`src/pwm_defs.svh`:
```
// constants of the four-channel pulse width modulator with brake
`ifndef PWM_DEFS_SVH
`define PWM_DEFS_SVH

// register indexes; byte address is four times the index
`define IDX_PERIOD_LO 8'hD9
`define IDX_PERIOD_HI 8'hD1
`define IDX_CMP0_LO 8'hDA
`define IDX_CMP1_LO 8'hDB
`define IDX_CMP2_LO 8'hDD
`define IDX_CMP3_LO 8'hDE
`define IDX_CMP0_HI 8'hD2
`define IDX_CMP1_HI 8'hD3
`define IDX_CMP2_HI 8'hD5
`define IDX_CMP3_HI 8'hD6
`define IDX_CTRL0 8'hDC
`define IDX_CTRL1 8'hDF
`define IDX_CTRL2 8'hD7

// control 0 bits
`define C0_RUN 7
`define C0_LOAD 6
`define C0_FLAG 5
`define C0_CLEAR 4
// control 1 bits
`define C1_MODE 7
`define C1_POL 6
`define C1_PIN_EN 5
`define C1_EN 4
// control 2 bits
`define C2_FP_HI 3
`define C2_FP_LO 2
`define C2_FLAG 0

// widths, reset values and special values
`define CNT_W 10
`define REG_RESET 8'h00
`define CNT_RESET 10'h000
`define CNT_ZERO 10'h000
`define CMP_ALL_ONES 10'h3FF
`define OUT_RESET 1'b1
`define HI_MASK 8'h03
`define C2_MASK 8'h0D
`define PRE_RESET 4'h0
`define PRE_MASK_1 4'h0
`define PRE_MASK_2 4'h1
`define PRE_MASK_4 4'h3
`define PRE_MASK_16 4'hF

// bus answers
`define RESP_OKAY 2'h0
`define RESP_SLVERR 2'h2
`define WORD_ZERO 32'h0000_0000

`endif

```
`src/pwm_pkg.sv`:
```
// types shared by the modulator files
package pwm_pkg;

	// fields of control register 0
	typedef struct packed {
		logic       run;
		logic       load;
		logic       flag;
		logic       clear;
		logic [3:0] invert;
	} ctrl0_t;

	// fields of the brake control register
	typedef struct packed {
		logic       mode_select;
		logic       polarity;
		logic       pin_enable;
		logic       enable;
		logic [3:0] level;
	} brake_ctrl_t;

	// per-channel settings handed to each output stage
	typedef struct packed {
		logic [9:0] compare;
		logic       invert;
		logic       brake_level;
	} chan_cfg_t;

endpackage : pwm_pkg

```
`src/pwm_channel.sv`:
```
// one output stage: compare, hold, invert and brake override
`timescale 1ns/1ns
`default_nettype none
`include "pwm_defs.svh"

module pwm_channel (
	input  wire logic              clk,
	input  wire logic              rst_b,
	input  wire logic [9:0]        count,
	input  wire pwm_pkg::chan_cfg_t cfg,
	input  wire logic              update,
	input  wire logic              brake,
	output var  logic              pwm_out
);

	logic held;
	logic cmp_level;
	logic next_held;
	logic next_out;

	// all ones is forced low even when a count loaded from an all-ones period reaches it
	assign cmp_level = (cfg.compare != `CMP_ALL_ONES) && !(count < cfg.compare);
	// level only tracks while running and not braked
	assign next_held = update ? cmp_level : held;
	assign next_out = brake ? cfg.brake_level : (next_held ^ cfg.invert);

	// held level survives a brake so it can be restored afterwards
	always_ff @(posedge clk or negedge rst_b) begin
		if (!rst_b) begin
			held    <= `OUT_RESET;
			pwm_out <= `OUT_RESET;
		end else begin
			held    <= next_held;
			pwm_out <= next_out;
		end
	end

endmodule : pwm_channel
`default_nettype wire

```
`src/four_channel_pwm_with_brake.sv`:
```
// four-channel 10-bit modulator with brake, behind an axi4-lite slave
`timescale 1ns/1ns
`default_nettype none
`include "pwm_defs.svh"

module four_channel_pwm_with_brake (
	input  wire logic        clk,
	input  wire logic        rst_b,
	// axi4-lite write address
	input  wire logic [11:0] awaddr,
	input  wire logic        awvalid,
	output var  logic        awready,
	// axi4-lite write data
	input  wire logic [31:0] wdata,
	input  wire logic [3:0]  wstrb,
	input  wire logic        wvalid,
	output var  logic        wready,
	// axi4-lite write response
	output var  logic [1:0]  bresp,
	output var  logic        bvalid,
	input  wire logic        bready,
	// axi4-lite read address
	input  wire logic [11:0] araddr,
	input  wire logic        arvalid,
	output var  logic        arready,
	// axi4-lite read data
	output var  logic [31:0] rdata,
	output var  logic [1:0]  rresp,
	output var  logic        rvalid,
	input  wire logic        rready,
	// pins
	input  wire logic        brake_input_pin,
	output var  logic [3:0]  pwm_out
);

	// =====================================================
	// register state
	logic [7:0]            period_lo;
	logic [1:0]            period_hi;
	logic [7:0]            cmp_lo [4];
	logic [1:0]            cmp_hi [4];
	pwm_pkg::ctrl0_t       ctrl0;
	pwm_pkg::brake_ctrl_t  brake_ctrl;
	logic [1:0]            prescale_sel;
	logic                  pin_brake_flag;

	// working copies and counter
	logic [9:0]            period_work;
	logic [9:0]            cmp_work [4];
	logic [9:0]            count;
	logic [3:0]            pre_cnt;
	logic                  load_done;

	localparam logic [7:0] CMP_LO_IDX [4] = '{`IDX_CMP0_LO, `IDX_CMP1_LO,
		`IDX_CMP2_LO, `IDX_CMP3_LO};
	localparam logic [7:0] CMP_HI_IDX [4] = '{`IDX_CMP0_HI, `IDX_CMP1_HI,
		`IDX_CMP2_HI, `IDX_CMP3_HI};

	// =====================================================
	// write channel: address and data taken in either order
	logic        aw_held;
	logic        w_held;
	logic [9:0]  aw_word;
	logic [7:0]  w_byte;
	logic        w_lane0;
	logic        do_write;
	logic [7:0]  wr_idx;
	logic        wr_hit;

	assign awready  = !aw_held && !bvalid;
	assign wready   = !w_held && !bvalid;
	assign do_write = aw_held && w_held && !bvalid;
	// indexes fit in 8 bits; upper index bits must be zero to hit
	assign wr_idx   = aw_word[7:0];

	// capture address and data, then answer once both are in
	always_ff @(posedge clk or negedge rst_b) begin
		if (!rst_b) begin
			aw_held <= 1'b0;
			w_held  <= 1'b0;
			aw_word <= 10'h000;
			w_byte  <= `REG_RESET;
			w_lane0 <= 1'b0;
			bvalid  <= 1'b0;
			bresp   <= `RESP_OKAY;
		end else begin
			if (awvalid && awready) begin
				aw_held <= 1'b1;
				aw_word <= awaddr[11:2];
			end
			if (wvalid && wready) begin
				w_held  <= 1'b1;
				w_byte  <= wdata[7:0];
				w_lane0 <= wstrb[0];
			end
			if (do_write) begin
				aw_held <= 1'b0;
				w_held  <= 1'b0;
				bvalid  <= 1'b1;
				bresp   <= wr_hit ? `RESP_OKAY : `RESP_SLVERR;
			end else if (bvalid && bready) begin
				bvalid <= 1'b0;
			end
		end
	end

	// =====================================================
	// address decode, shared by both directions
	function automatic logic idx_mapped(input logic [9:0] w);
		logic [7:0] i;
		i = w[7:0];
		idx_mapped = (w[9:8] == 2'h0) && (i == `IDX_PERIOD_LO || i == `IDX_PERIOD_HI
			|| i == `IDX_CMP0_LO || i == `IDX_CMP1_LO || i == `IDX_CMP2_LO
			|| i == `IDX_CMP3_LO || i == `IDX_CMP0_HI || i == `IDX_CMP1_HI
			|| i == `IDX_CMP2_HI || i == `IDX_CMP3_HI || i == `IDX_CTRL0
			|| i == `IDX_CTRL1 || i == `IDX_CTRL2);
	endfunction : idx_mapped

	logic we;
	logic we_ctrl0;
	logic we_ctrl1;
	logic we_ctrl2;
	logic we_per_lo;
	logic we_per_hi;

	assign wr_hit    = idx_mapped(aw_word);
	// only byte lane 0 carries register data
	assign we        = do_write && wr_hit && w_lane0;
	assign we_ctrl0  = we && (wr_idx == `IDX_CTRL0);
	assign we_ctrl1  = we && (wr_idx == `IDX_CTRL1);
	assign we_ctrl2  = we && (wr_idx == `IDX_CTRL2);
	assign we_per_lo = we && (wr_idx == `IDX_PERIOD_LO);
	assign we_per_hi = we && (wr_idx == `IDX_PERIOD_HI);

	// =====================================================
	// brake condition
	logic pin_active;
	logic pin_brake;
	logic brake;

	assign pin_active = (brake_input_pin == brake_ctrl.polarity);
	assign pin_brake  = brake_ctrl.enable && brake_ctrl.pin_enable
		&& !brake_ctrl.mode_select && pin_active;
	// both selects high is not a valid mode and never brakes
	assign brake = brake_ctrl.enable && (
		(!brake_ctrl.pin_enable && !brake_ctrl.mode_select)
		|| (!brake_ctrl.pin_enable && brake_ctrl.mode_select && !ctrl0.run)
		|| pin_brake);

	// =====================================================
	// prescaler and counter timing
	logic [3:0] pre_mask;
	logic       tick;
	logic       underflow;
	logic       transfer;

	assign pre_mask  = (prescale_sel == 2'h0) ? `PRE_MASK_1 :
		(prescale_sel == 2'h1) ? `PRE_MASK_2 :
		(prescale_sel == 2'h2) ? `PRE_MASK_4 : `PRE_MASK_16;
	assign tick      = ctrl0.run && ((pre_cnt & pre_mask) == pre_mask);
	assign underflow = tick && (count == `CNT_ZERO);
	// only an underflow moves buffers, and underflow needs run
	assign transfer  = underflow && ctrl0.load;

	// prescaler held in phase with the run bit
	always_ff @(posedge clk or negedge rst_b) begin
		if (!rst_b) begin
			pre_cnt <= `PRE_RESET;
		end else begin
			pre_cnt <= ctrl0.run ? pre_cnt + 4'h1 : `PRE_RESET;
		end
	end

	// shared down counter; a clear write beats a reload
	always_ff @(posedge clk or negedge rst_b) begin
		if (!rst_b) begin
			count <= `CNT_RESET;
		end else if (we_ctrl0 && w_byte[`C0_CLEAR]) begin
			count <= `CNT_ZERO;
		end else if (transfer) begin
			count <= {period_hi, period_lo};
		end else if (underflow) begin
			count <= period_work;
		end else if (tick) begin
			count <= count - 10'h001;
		end
	end

	// working period and compares change only at a transfer
	always_ff @(posedge clk or negedge rst_b) begin
		if (!rst_b) begin
			period_work <= `CNT_RESET;
			for (int i = 0; i < 4; i++) begin
				cmp_work[i] <= `CNT_RESET;
			end
		end else if (transfer) begin
			period_work <= {period_hi, period_lo};
			for (int i = 0; i < 4; i++) begin
				cmp_work[i] <= {cmp_hi[i], cmp_lo[i]};
			end
		end
	end

	// =====================================================
	// control 0: run, load, flag, invert
	always_ff @(posedge clk or negedge rst_b) begin
		if (!rst_b) begin
			ctrl0     <= pwm_pkg::ctrl0_t'(`REG_RESET);
			load_done <= 1'b0;
		end else begin
			load_done <= transfer;
			if (we_ctrl0) begin
				ctrl0.run    <= w_byte[`C0_RUN];
				// a write without load drops a pending transfer
				ctrl0.load   <= w_byte[`C0_LOAD];
				ctrl0.invert <= w_byte[3:0];
				ctrl0.flag   <= w_byte[`C0_FLAG] || underflow;
			end else begin
				if (load_done) begin
					ctrl0.load <= 1'b0;
				end
				if (underflow) begin
					ctrl0.flag <= 1'b1;
				end
			end
			// the pin overrides any software run in the same cycle
			if (pin_brake) begin
				ctrl0.run <= 1'b0;
			end
			ctrl0.clear <= 1'b0;
		end
	end

	// brake control and control 2
	always_ff @(posedge clk or negedge rst_b) begin
		if (!rst_b) begin
			brake_ctrl     <= pwm_pkg::brake_ctrl_t'(`REG_RESET);
			prescale_sel   <= 2'h0;
			pin_brake_flag <= 1'b0;
		end else begin
			if (we_ctrl1) begin
				brake_ctrl <= pwm_pkg::brake_ctrl_t'(w_byte);
			end
			if (we_ctrl2) begin
				prescale_sel <= w_byte[`C2_FP_HI:`C2_FP_LO];
			end
			// set beats a software clear
			if (pin_brake) begin
				pin_brake_flag <= 1'b1;
			end else if (we_ctrl2) begin
				pin_brake_flag <= w_byte[`C2_FLAG];
			end
		end
	end

	// period and compare buffers; writes while load is up are not guarded
	always_ff @(posedge clk or negedge rst_b) begin
		if (!rst_b) begin
			period_lo <= `REG_RESET;
			period_hi <= 2'h0;
			for (int i = 0; i < 4; i++) begin
				cmp_lo[i] <= `REG_RESET;
				cmp_hi[i] <= 2'h0;
			end
		end else begin
			if (we_per_lo) begin
				period_lo <= w_byte;
			end
			if (we_per_hi) begin
				period_hi <= w_byte[1:0];
			end
			for (int i = 0; i < 4; i++) begin
				if (we && wr_idx == CMP_LO_IDX[i]) begin
					cmp_lo[i] <= w_byte;
				end
				if (we && wr_idx == CMP_HI_IDX[i]) begin
					cmp_hi[i] <= w_byte[1:0];
				end
			end
		end
	end

	// =====================================================
	// read channel
	logic [9:0] ar_word;
	logic [7:0] rd_idx;
	logic       rd_hit;
	logic [7:0] rd_byte;
	logic [7:0] rd_cmp_lo;
	logic [7:0] rd_cmp_hi;

	assign arready = !rvalid;
	assign ar_word = araddr[11:2];
	assign rd_idx  = ar_word[7:0];
	assign rd_hit  = idx_mapped(ar_word);
	assign rd_cmp_lo = (rd_idx == `IDX_CMP0_LO) ? cmp_lo[0] :
		(rd_idx == `IDX_CMP1_LO) ? cmp_lo[1] :
		(rd_idx == `IDX_CMP2_LO) ? cmp_lo[2] :
		(rd_idx == `IDX_CMP3_LO) ? cmp_lo[3] : `REG_RESET;
	assign rd_cmp_hi = (rd_idx == `IDX_CMP0_HI) ? {6'h00, cmp_hi[0]} :
		(rd_idx == `IDX_CMP1_HI) ? {6'h00, cmp_hi[1]} :
		(rd_idx == `IDX_CMP2_HI) ? {6'h00, cmp_hi[2]} :
		(rd_idx == `IDX_CMP3_HI) ? {6'h00, cmp_hi[3]} : `REG_RESET;
	// the clear bit always reads zero; reserved bits read zero
	assign rd_byte = (rd_idx == `IDX_CTRL0) ? 8'(ctrl0) :
		(rd_idx == `IDX_CTRL1) ? 8'(brake_ctrl) :
		(rd_idx == `IDX_CTRL2) ? ({4'h0, prescale_sel, 1'b0, pin_brake_flag} & `C2_MASK) :
		(rd_idx == `IDX_PERIOD_LO) ? period_lo :
		(rd_idx == `IDX_PERIOD_HI) ? {6'h00, period_hi} :
		rd_cmp_lo | rd_cmp_hi;

	// one read at a time, answered one cycle after the address
	always_ff @(posedge clk or negedge rst_b) begin
		if (!rst_b) begin
			rvalid <= 1'b0;
			rdata  <= `WORD_ZERO;
			rresp  <= `RESP_OKAY;
		end else if (arvalid && arready) begin
			rvalid <= 1'b1;
			rdata  <= rd_hit ? {24'h000000, rd_byte} : `WORD_ZERO;
			rresp  <= rd_hit ? `RESP_OKAY : `RESP_SLVERR;
		end else if (rvalid && rready) begin
			rvalid <= 1'b0;
		end
	end

	// =====================================================
	// output stages
	logic track;

	// held levels freeze once run drops or brake takes over
	assign track = ctrl0.run && !brake;

	for (genvar c = 0; c < 4; c++) begin : g_chan
		pwm_pkg::chan_cfg_t cfg;
		assign cfg = '{compare: cmp_work[c], invert: ctrl0.invert[c],
			brake_level: brake_ctrl.level[c]};
		pwm_channel u_chan (
			.clk     (clk),
			.rst_b   (rst_b),
			.count   (count),
			.cfg     (cfg),
			.update  (track),
			.brake   (brake),
			.pwm_out (pwm_out[c])
		);
	end

endmodule : four_channel_pwm_with_brake
`default_nettype wire

```
`config.mk`:
```
export PLATFORM = sky130hd
export DESIGN_NAME = four_channel_pwm_with_brake
export DESIGN_NICKNAME = d
export VERILOG_FILES = /design/src/pwm_pkg.sv /design/src/pwm_channel.sv /design/src/four_channel_pwm_with_brake.sv
export VERILOG_INCLUDE_DIRS = /design/src /design/src/src
export SDC_FILE = /design/constraint.sdc
export NUM_CORES = 1
export LEC_CHECK = 0
export BUFFER_PORTS_ARGS = -buffer_cell sky130_fd_sc_hd__clkbuf_2
export CORE_MARGIN = 4
export CORE_UTILIZATION = 63
export CTS_BUF_LIST = sky130_fd_sc_hd__clkbuf_16
export DETAILED_ROUTE_END_ITERATION = 8
export MAX_ROUTING_LAYER = met4
export PLACE_DENSITY = 0.92
export SYNTH_ARGS = -nofsm -noshare
export SYNTH_HDL_FRONTEND = slang
export SYNTH_HIERARCHICAL = 1
export SYNTH_SLANG_ARGS = --single-unit
export TNS_END_PERCENT = 20
```
`constraint.sdc`:
```
create_clock -name clk -period 5.4 [get_ports clk]
set_input_delay 0.81 -clock clk [delete_from_list [all_inputs] [get_ports clk]]
set_output_delay 0.81 -clock clk [all_outputs]
set_load 0.005 [all_outputs]
```
==> results of run 1 <==
[flip-flops by register name (all words and copies together) (netlist names), 4 cells and up]
name	count
g_chan.u_chan/held	4
cmp_work	40
ctrl0	7
period_lo	8
w_byte	8
period_work	10
count	10
rdata	8
aw_word	10
g_chan.u_chan/pwm_out	4
cmp_lo	32
pre_cnt	4
brake_ctrl	8
cmp_hi	8
[cells by family (layout without fill, tap and decap cells)]
group           after synthesis  count (layout)  synth area share
simple gates                191             191             0.118
fa+ha+maj                    39              39            0.0529
compound gates              138             138             0.104
mux                         159             159             0.192
buf+inv                     112             147            0.0574
flops                       174             174             0.473
xor+xnor                      3               3           0.00285
other cells                   1              26          0.000407
[through the flow]
stage | hold WS (ps) | utilization | std cells | area, um2
floorplan | 460 | - | 842 | 9310
global placement | 469 | 0.676 | 1026 | 9530
detailed placement | 477 | 0.676 | 1026 | 9530
CTS | 486 | 0.714 | 1057 | 10100
global route | 516 | 0.714 | 1057 | 10100
finish | 431 | 0.714 | 1057 | 10100
[metal layers]
metal  vias up  track usage  part of all wire
met4         0        0.139             0.046
met5         -            -                 0
met1      3368        0.382              0.39
met2       364        0.462              0.47
met3        80       0.0855             0.096
li1       3015            -                 -
[cells in the mapped netlist, drive strengths merged (2+ instances only)]
library cell	instances
nor3	17
a32o	3
and2	6
clkbuf	15
nand3b	10
a22o	6
o22ai	2
ha	39
buf	40
nand4b	4
a311oi	3
o31ai	2
or3	7
inv	57
o21ai	38
and3	4
mux2i	20
a21oi	24
a31oi	4
o41ai	5
nand2	39
nand3	14
nor4	3
a22oi	5
nor2b	7
o221ai	2
o21ba	4
dfrtp	166
nor2	32
mux2	139
dfstp	8
a41oi	4
xnor2	2
a32oi	6
o211ai	6
o32ai	2
a21boi	2
a211oi	13
nand2b	23
and4b	5
nand4	17
[worst min-delay path by stage]
stage,depth (start not counted),end
final,1,count[9]
after global routing,1,count[9]
after CTS,1,count[9]
after detailed placement,1,period_work[9]
after global placement,2,rdata[7]
after floorplan,1,period_work[9]
[cell type report]
cell class                      instances  area, um2  share of cell area
Clock buffer                           17        425              0.0423
Clock inverter                         14        106              0.0106
Inverter                               57        214              0.0213
Multi-Input combinational cell        556       4420               0.439
Sequential cell                       174       4360               0.434
Tap cell                              180        225              0.0224
Timing Repair Buffer                   59        312              0.0310
[placed cells by master (no fill, tap or decap), drive strengths merged, types with 5 or more instances in the layout]
cell type    n
dfrtp      166
mux2       139
clkbuf      71
inv         59
nand2       39
ha          39
o21ai       38
nor2        32
conb        26
a21oi       24
nand2b      23
mux2i       20
nor3        17
nand4       17
nand3       14
a211oi      13
nand3b      10
dfstp        8
nor2b        7
or3          7
a22o         6
a32oi        6
and2         6
o211ai       6
clkinv       6
a22oi        5
and4b        5
o41ai        5
clkinvlp     5
buf          5
[power by group]
group / internal, uW / switching (uW)
Sequential: 1500 / 348
Combinational: 466 / 485
Clock: 621 / 503
==> impl_metrics.yaml, run 1 <==
run_status:
  status: "finished clean"
routing:
  post_drt_wl_per_cell_um: 22.4
  drt_iter0_drc: 790
  routed_wl_um: 23700
  ant_nets: 0
  drc: 0
  via_per_inst: 6.46
  vias: 6827
  first_pass_iters: 6
grt:
  grt_pass1_wl_um: 37000
  grt_max_degree: 93
  antenna_found_initial: 0
  track_usage: 0.304
  grt_pass1_vias: 6809
  grt_overflow: 0
cts:
  cts_max_path_buffers: 2
  cts_buffers: 17
  clkTransAtPathRegs_ps: 60
  cts_hold_buffers: 0
  clk-insertion-delay-late_ps: 430
  cts_setup_buffers: 0
  cts_sinks: 174
  htree_levels: 4
  clockRootBuffer: "clkbuf_16"
  cts_tree: "yes"
  cts_resized: 0
sta:
  period_share: 0.493
  relSlewSlack: 0.326
  setup_viol: 0
  worst_pin_slew_ps: 1010
  grt_setup_unrepaired: "no"
  fin_setup_tns_ps: 0
  slew_violations: 0
  setup_ws_ps: 2740
  fin_crit_ps: 2660
  timing_hold_violations_final: 0
  fmax_mhz: 376
  skew_ps: 6.02
cells_and_area:
  drive_gt1_frac: 0.284
  fillers: 952
  syn_to_final_growth_pct: 9.19
  layout.nets: 972
  diodes: 0
floorplanning:
  die_h_um: 129
  die_area_um2: 16600
  core.rowCount: 43
  coreArea_um2: 14100
  die_x_um: 129
  initial_utilization: 0.654
  pin_count: 113
worst_setup_path:
  r2r_end: "rdata[1]"
  critPathLaunch: "rvalid"
  crit_end: "rdata[1]"
  rrSetupSlack_ps: 2740
  slowest_delay_ps: 670
  cp_data_arrival_time_ps: 3000
  cp-start-kind: "register"
  cpLargestDelayFamily: "compound AO/OA/AOI/OAI gates"
  crit_slowest_cell: "a21oi_1"
  cp-end-kind: "register"
  worst-path-stages: 5
  crit_chain: "nand2b_1, or4_1, a21oi_1, o21ai_0, a22oi_1"
  crit_fanout: 11
  rr_worst_depth: 5
  r2r-start: "rvalid"
  critical_path_required_ps: 5740
  path_buf_inv: 0
  criticalPathCategory: "reg -> reg"
logic_synthesis:
  yosys_warnings: 6
  ys_ff_latch: 174
  yosysTopAreaCellShare: 0.451
  synthFlopType: "dfrtp_1"
  synth_edf_count: 0
  synth_cell_type_count: 63
  yosysSeqAreaShare: 0.473
  syn_inst: 817
  async_flop_share: 1.00
  synth_area_um2: 9220
  yosys.area.top_type: "dfrtp_1"
  yosys-top-cells-area: "dfrtp_1 (45%), mux2_2 (17%), ha_1 (5.3%), inv_1 (2.3%), dfstp_2 (2.3%)"
  syn_area_per_cell_um2: 11.3
pwr:
  p_per_area_nw_per_um2: 390
  max-vdd-ir-drop_mv: 0.301
  power.total_uw: 3930
  p_leak_uw: 0.00470
run:
  maxCapViolCount: 0
placed_design:
  gp_congestion: 0.938
  pre_cts_ws_ps: 2500
  port_buffers: 55
  dp_hpwl_um: 16700
worst_hold_path:
  hold_class: "in -> async"
No activity file was read; power rests on OpenSTA's default activity.
==> run 2, diff against run 1 <==
--- a/config.mk
+++ b/config.mk
@@ -8,11 +8,11 @@
 export LEC_CHECK = 0
 export BUFFER_PORTS_ARGS = -buffer_cell sky130_fd_sc_hd__clkbuf_2
 export CORE_MARGIN = 4
-export CORE_UTILIZATION = 63
+export CORE_UTILIZATION = 59
 export CTS_BUF_LIST = sky130_fd_sc_hd__clkbuf_16
 export DETAILED_ROUTE_END_ITERATION = 8
 export MAX_ROUTING_LAYER = met4
-export PLACE_DENSITY = 0.92
+export PLACE_DENSITY = 0.87
 export SYNTH_ARGS = -nofsm -noshare
 export SYNTH_HDL_FRONTEND = slang
 export SYNTH_HIERARCHICAL = 1
==> constraint.sdc (replaced) <==
create_clock -name clk -period 2.49 [get_ports clk]
set_input_delay 0.3735 -clock clk [delete_from_list [all_inputs] [get_ports clk]]
set_output_delay 0.3735 -clock clk [all_outputs]
set_load 0.005 [all_outputs]
==> run 2 against run 1 <==
  * Worst hold slack got worse by 310 ps
  * Clock-buffer cell count did not move
  * Largest power group unchanged
  * Flip-flop and latch count did not move
  * Non-clock buffer count increased by 19
  * Core utilization fell by 3.5 points
  * Clock skew increased by 0.62 ps
  * Highest routed layer unchanged
  * Critical endpoint is now g_chan[3].u_chan/pwm_out
  * Die area is 6.3% higher
  * Maximum frequency rose by 17%
==> impl_metrics.yaml, run 2 (same netlist as run 1, synthesis figures left out) <==
worst_hold_path:
  hold_class: "in -> reg"
pwr:
  p_switching_uw: 2880
  swShare: 0.325
  p_leak_uw: 0.00486
  clock_power_share: 0.311
  combPwrFrac: 0.242
  p_int_uw: 5960
  p_seq_frac: 0.447
  max-vdd-ir-drop_mv: 0.602
  p_per_area_nw_per_um2: 853
routing:
  drc: 0
  ant_nets: 0
  vias: 7029
  via_per_inst: 6.34
  post_drt_wl_per_cell_um: 21.6
  first_pass_iters: 7
  drt_iter0_drc: 880
  routed_wl_um: 23900
sta:
  fin_crit_ps: 2270
  worst_pin_slew_ps: 719
  relSlewSlack: 0.520
  fmax_mhz: 441
  fin_setup_tns_ps: 0
  grt_setup_unrepaired: "no"
  timing_hold_violations_final: 0
  setup_viol: 0
  slew_violations: 0
  skew_ps: 6.64
  period_share: 0.910
worst_setup_path:
  rrSetupSlack_ps: 220
  cp-end-kind: "register"
  cp-start-kind: "register"
  criticalPathCategory: "reg -> reg"
  slowest_delay_ps: 620
  cp_data_arrival_time_ps: 2610
  crit_slowest_cell: "and3_1"
  critical_path_required_ps: 2840
  crit_fanout: 8
  path_buf_inv: 0
  cpLargestDelayFamily: "simple AND/OR/NAND/NOR gates"
  crit_chain: "xnor2_1, nand4b_1, and3_1, o41ai_1, nor3_1, o21ai_0, o211ai_1"
placed_design:
  dp.cells: 1075
  gp_congestion: 0.973
  dp_hpwl_um: 16800
  port_buffers: 55
grt:
  grt_overflow: 0
  grt_pass1_vias: 7027
  track_usage: 0.285
  grt_max_degree: 77
  antenna_found_initial: 0
  grt_pass1_wl_um: 38100
cells_and_area:
  layout.cells.non_filler: 1109
  layout.nets: 991
  regMostFlops: "cmp_work"
  syn_to_final_growth_pct: 12.4
  drive_gt1_frac: 0.299
  top_regs: "cmp_work: 40 flops, cmp_lo: 32 flops"
  final_common_cell: "dfrtp_1"
  largest_register_ffs: 40
  layout_common_cells: "dfrtp_1 (166), mux2_2 (136), inv_1 (58), clkbuf_2 (54)"
run_status:
  status: "finished clean"
floorplanning:
  die_area_um2: 17700
  core.rowCount: 45
  die_h_um: 133
  die_x_um: 133
  coreArea_um2: 15300
  initial_utilization: 0.604
  pin_count: 113
cts:
  cts_resized: 0
  cts_sinks: 174
  cts_setup_buffers: 0
  cts_buffers: 17
  clk-insertion-delay-late_ps: 430
  cts_max_path_buffers: 2
  cts_tree: "yes"
  htree_levels: 4
  clockRootBuffer: "clkbuf_16"
  clkTransAtPathRegs_ps: 60
  cts_hold_buffers: 1
run:
  maxCapViolCount: 0
[run 2: cell count changes in the layout (fill, tap and decap cells not counted), sizes merged]
cell,before,now
buf,5,23
clkinvlp,5,0
clkinv,6,10
bufinv,1,4
diode,0,1
dlygate4sd3,0,1
inv,59,58
[run 2: layout make-up]
class | instances | area, um2
Clock inverter | 15 | 178
Tap cell | 211 | 264
Clock buffer | 17 | 425
Multi-Input combinational cell | 556 | 4420
Inverter | 57 | 214
Timing Repair Buffer | 78 | 494
Sequential cell | 174 | 4360
Antenna cell | 1 | 2.50
Fill cell | 1058 | 4900
[run 2: per-layer routing]
metal | vias to the layer above | part of all wire | GRT usage | wire length, um
li1 | 3056 | - | - | -
met1 | 3476 | 0.41 | 0.373 | 9780
met2 | 409 | 0.47 | 0.447 | 11300
met3 | 88 | 0.083 | 0.0548 | 1980
met4 | 0 | 0.036 | 0.0987 | 854
met5 | - | 0 | - | 0
[run 2: metrics by stage]
stage	hold WS, ps	utilization	power (uW)	instance area, um2	setup slack, ps
6_report	117	0.679	8840	10400	224
5_1_grt	148	0.679	9310	10400	101
4_1_cts	115	0.679	8810	10400	265
3_5_place_dp	337	0.639	6070	9740	277
3_3_place_gp	334	0.639	5940	9740	332
2_1_floorplan	77.9	-	5290	9310	519
[run 2: path summary, 6_finish.rpt]
kind                               startpoint                  endpoint  cells past startpoint
max in group asynchronous               rst_b  g_chan[0].u_chan/pwm_out                      3
worst max-delay path            brake_ctrl[6]  g_chan[3].u_chan/pwm_out                      7
worst min register to register       rdata[5]                  rdata[5]                      2
worst min-delay path                   rready                    rvalid                      2
min in group asynchronous               rst_b                pre_cnt[0]                      2
worst max register to register  brake_ctrl[6]  g_chan[3].u_chan/pwm_out                      7
[run 2: power by group through the flow]
stage	Sequential, uW	Combinational [uW]	Clock [uW]
floorplan	3650	1640	0
global placement	3950	1990	0
detailed placement	3970	2090	0
CTS	3930	2130	2760
global route	4000	2430	2880
finish	3950	2140	2750
[run 2: worst register-to-register path, cell delays in order (launching register included)]
cell and delay, ps:
dfrtp_1 410, xnor2_1 160, nand4b_1 220, and3_1 620, o41ai_1 280, nor3_1 230, o21ai_0 150, o211ai_1 120
==> run 3, diff against run 2 <==
--- a/config.mk
+++ b/config.mk
@@ -6,13 +6,14 @@
 export SDC_FILE = /design/constraint.sdc
 export NUM_CORES = 1
 export LEC_CHECK = 0
+export ABC_AREA = 1
 export BUFFER_PORTS_ARGS = -buffer_cell sky130_fd_sc_hd__clkbuf_2
 export CORE_MARGIN = 4
 export CORE_UTILIZATION = 59
 export CTS_BUF_LIST = sky130_fd_sc_hd__clkbuf_16
 export DETAILED_ROUTE_END_ITERATION = 8
 export MAX_ROUTING_LAYER = met4
-export PLACE_DENSITY = 0.87
+export PLACE_DENSITY = 0.86
 export SYNTH_ARGS = -nofsm -noshare
 export SYNTH_HDL_FRONTEND = slang
 export SYNTH_HIERARCHICAL = 1
==> run 3 against run 2 <==
  * Setup slack better by 1.5 ps
  * First-iteration DRC count up 36%
  * Power down 19%
  * Clock-buffer cell count unchanged
==> impl_metrics.yaml, run 3 <==
worst_hold_path:
  hold_class: "in -> reg"
  hold_path_end: "bvalid"
  min-delay-start: "bready"
  worstHoldPathCells: 2
pwr:
  p_per_area_nw_per_um2: 652
  p_leak_uw: 0.00568
  max-vdd-ir-drop_mv: 0.656
worst_setup_path:
  r2r_end: "period_lo[0]"
  cp_data_arrival_time_ps: 2620
  r2r-start: "aw_word[5]"
  crit_fanout: 16
  critical_path_required_ps: 2840
  cp-start-kind: "register"
  rr_worst_depth: 11
  rrSetupSlack_ps: 230
  cp-end-kind: "register"
  criticalPathCategory: "reg -> reg"
sta:
  skew_ps: 11.2
  relSlewSlack: 0.568
  grt_setup_unrepaired: "no"
  worst_pin_slew_ps: 643
  holdWs_ps: 104
  slew_violations: 0
  fin_setup_tns_ps: 0
  fin_crit_ps: 2260
  setup_viol: 0
  period_share: 0.909
  timing_hold_violations_final: 0
  fmax_mhz: 442
  setup_ws_ps: 226
cells_and_area:
  postLayoutCoreUtil: 0.678
  layout_common_cells: "nand2_1 (369), inv_1 (214), dfrtp_1 (166), nor2_1 (132), nand3_1 (69)"
  syn_to_final_growth_pct: 11.1
  largest_register_ffs: 40
  final_common_cell: "nand2_1"
  diodes: 0
  layout.nets: 1467
  finish.instance_area_um2: 10900
  top_regs: "cmp_work: 40 flops, cmp_lo: 32 flops"
  regMostFlops: "cmp_work"
  fillers: 1260
  drive_gt1_frac: 0.119
logic_synthesis:
  synthFlopType: "dfrtp_1"
  yosysSeqAreaShare: 0.444
  syn_inst: 1299
  synth_area_um2: 9830
  synth_cell_type_count: 46
  yosys_warnings: 6
  yosysTopAreaCellShare: 0.423
  yosys-top-cells-area: "dfrtp_1 (42%), nand2_1 (14%), inv_1 (8.1%), nor2_1 (5.0%), ha_1 (5.0%)"
  synth_common_cells: "nand2_1 (369), inv_1 (213), dfrtp_1 (166)"
  ys_ff_latch: 174
  synth_edf_count: 0
  yosys.area.top_type: "dfrtp_1"
  synth.most_common_cell: "nand2_1"
  async_flop_share: 1.00
  syn_area_per_cell_um2: 7.57
grt:
  grt_pass1_wl_um: 41500
  grt_max_degree: 75
  grt_overflow: 0
  track_usage: 0.295
  antenna_found_initial: 0
  grt_pass1_vias: 8295
placed_design:
  gp_congestion: 0.956
  pre_cts_ws_ps: 317
  place_area_um2: 10300
  dp_hpwl_um: 18300
  port_buffers: 55
cts:
  clkTransAtPathRegs_ps: 70
  cts_setup_buffers: 0
  clk-insertion-delay-late_ps: 440
  cts_sinks: 174
  htree_levels: 4
  cts_buffers: 17
  cts_hold_buffers: 1
  cts_resized: 0
  clockRootBuffer: "clkbuf_16"
  cts_tree: "yes"
  cts_max_path_buffers: 2
routing:
  routed_wl_um: 25700
  vias: 8803
  ant_nets: 0
  drc: 0
  drt_iter0_drc: 1201
  via_per_inst: 5.54
  post_drt_wl_per_cell_um: 16.2
  first_pass_iters: 6
floorplanning:
  coreArea_um2: 16100
  die_x_um: 137
  initial_utilization: 0.610
  die_h_um: 137
  core.rowCount: 46
  pin_count: 113
  die_area_um2: 18800
run_status:
  status: "finished clean"
run:
  maxCapViolCount: 0
## run 3: cell count changes after synthesis, moves of 10 or more
cell      previous run  this run
nand2_2              0        10
nand2_1             39       369
mux2_2             136        12
inv_1               57       213
nand3_1             12        69
nor2_1              27       132
o21ai_0             38        51
mux2i_1             20         0
o21ai_1              0        56
nand2b_1            23         0
## run 3: cells by family (layout without fill, tap and decap cells)
group / after synthesis / in the layout / share of synthesized area
buffers and inverters: 273 / 322 / 0.119
multiplexers: 12 / 12 / 0.0137
adder cells (fa/ha/maj): 39 / 39 / 0.0497
flip-flops: 174 / 174 / 0.444
XOR/XNOR: 3 / 3 / 0.00267
AO/OA/AOI/OAI: 162 / 162 / 0.0891
other: 1 / 26 / 0.000382
AND/OR/NAND/NOR: 635 / 635 / 0.281
## run 3: worst max-delay path by stage
stage	from	slack, ps	end	cells after the start
floorplan	ctrl0[7]	600	g_chan[0].u_chan/pwm_out	11
global placement	count[1]	360	count[9]	11
detailed placement	count[1]	320	count[9]	11
CTS	aw_word[5]	240	period_lo[0]	11
global route	aw_word[5]	40	period_lo[4]	11
finish	aw_word[5]	230	period_lo[0]	11
## run 3: final cells by class
type	count	area, um2	share of cell area
Sequential cell	174	4360	0.400
Timing Repair Buffer	73	457	0.0418
Clock inverter	15	206	0.0189
Multi-Input combinational cell	877	4380	0.401
Inverter	217	815	0.0746
Clock buffer	17	425	0.0390
Tap cell	216	270	0.0247
## run 3: routing by layer
| layer | up-vias | share of wire | wire length (um) | global-route usage |
|---|---|---|---|---|
| met4 | 0 | 0.048 | 1230 | 0.123 |
| li1 | 4145 | - | - | - |
| met2 | 436 | 0.46 | 11900 | 0.455 |
| met1 | 4117 | 0.40 | 10200 | 0.387 |
| met3 | 105 | 0.094 | 2410 | 0.0544 |
| met5 | - | 0 | 0 | - |
## run 3: power breakdown
group          switching, uW  leakage, uW  internal (uW)
Clock                   1190     0.000311           1700
Sequential               429      0.00233           3010
Combinational            499      0.00304            298
## run 3: worst max-delay path, cell delays in order, from the launching register on
cell and delay [ps]:
dfrtp_1 360, inv_1 70, nand2_1 120, nor2_8 190, nand3_2 190, nand2_1 120
nor2_1 80, nand3_4 130, nand3_4 260, nor2_2 450, nand2_1 90, o21ai_1 120
## run 3: per-stage QoR
stage / power (uW) / std cells
after floorplan: 3910 / 1324
after global placement: 4210 / 1556
after detailed placement: 4250 / 1556
after CTS: 7110 / 1589
after global routing: 7370 / 1589
final: 7120 / 1589
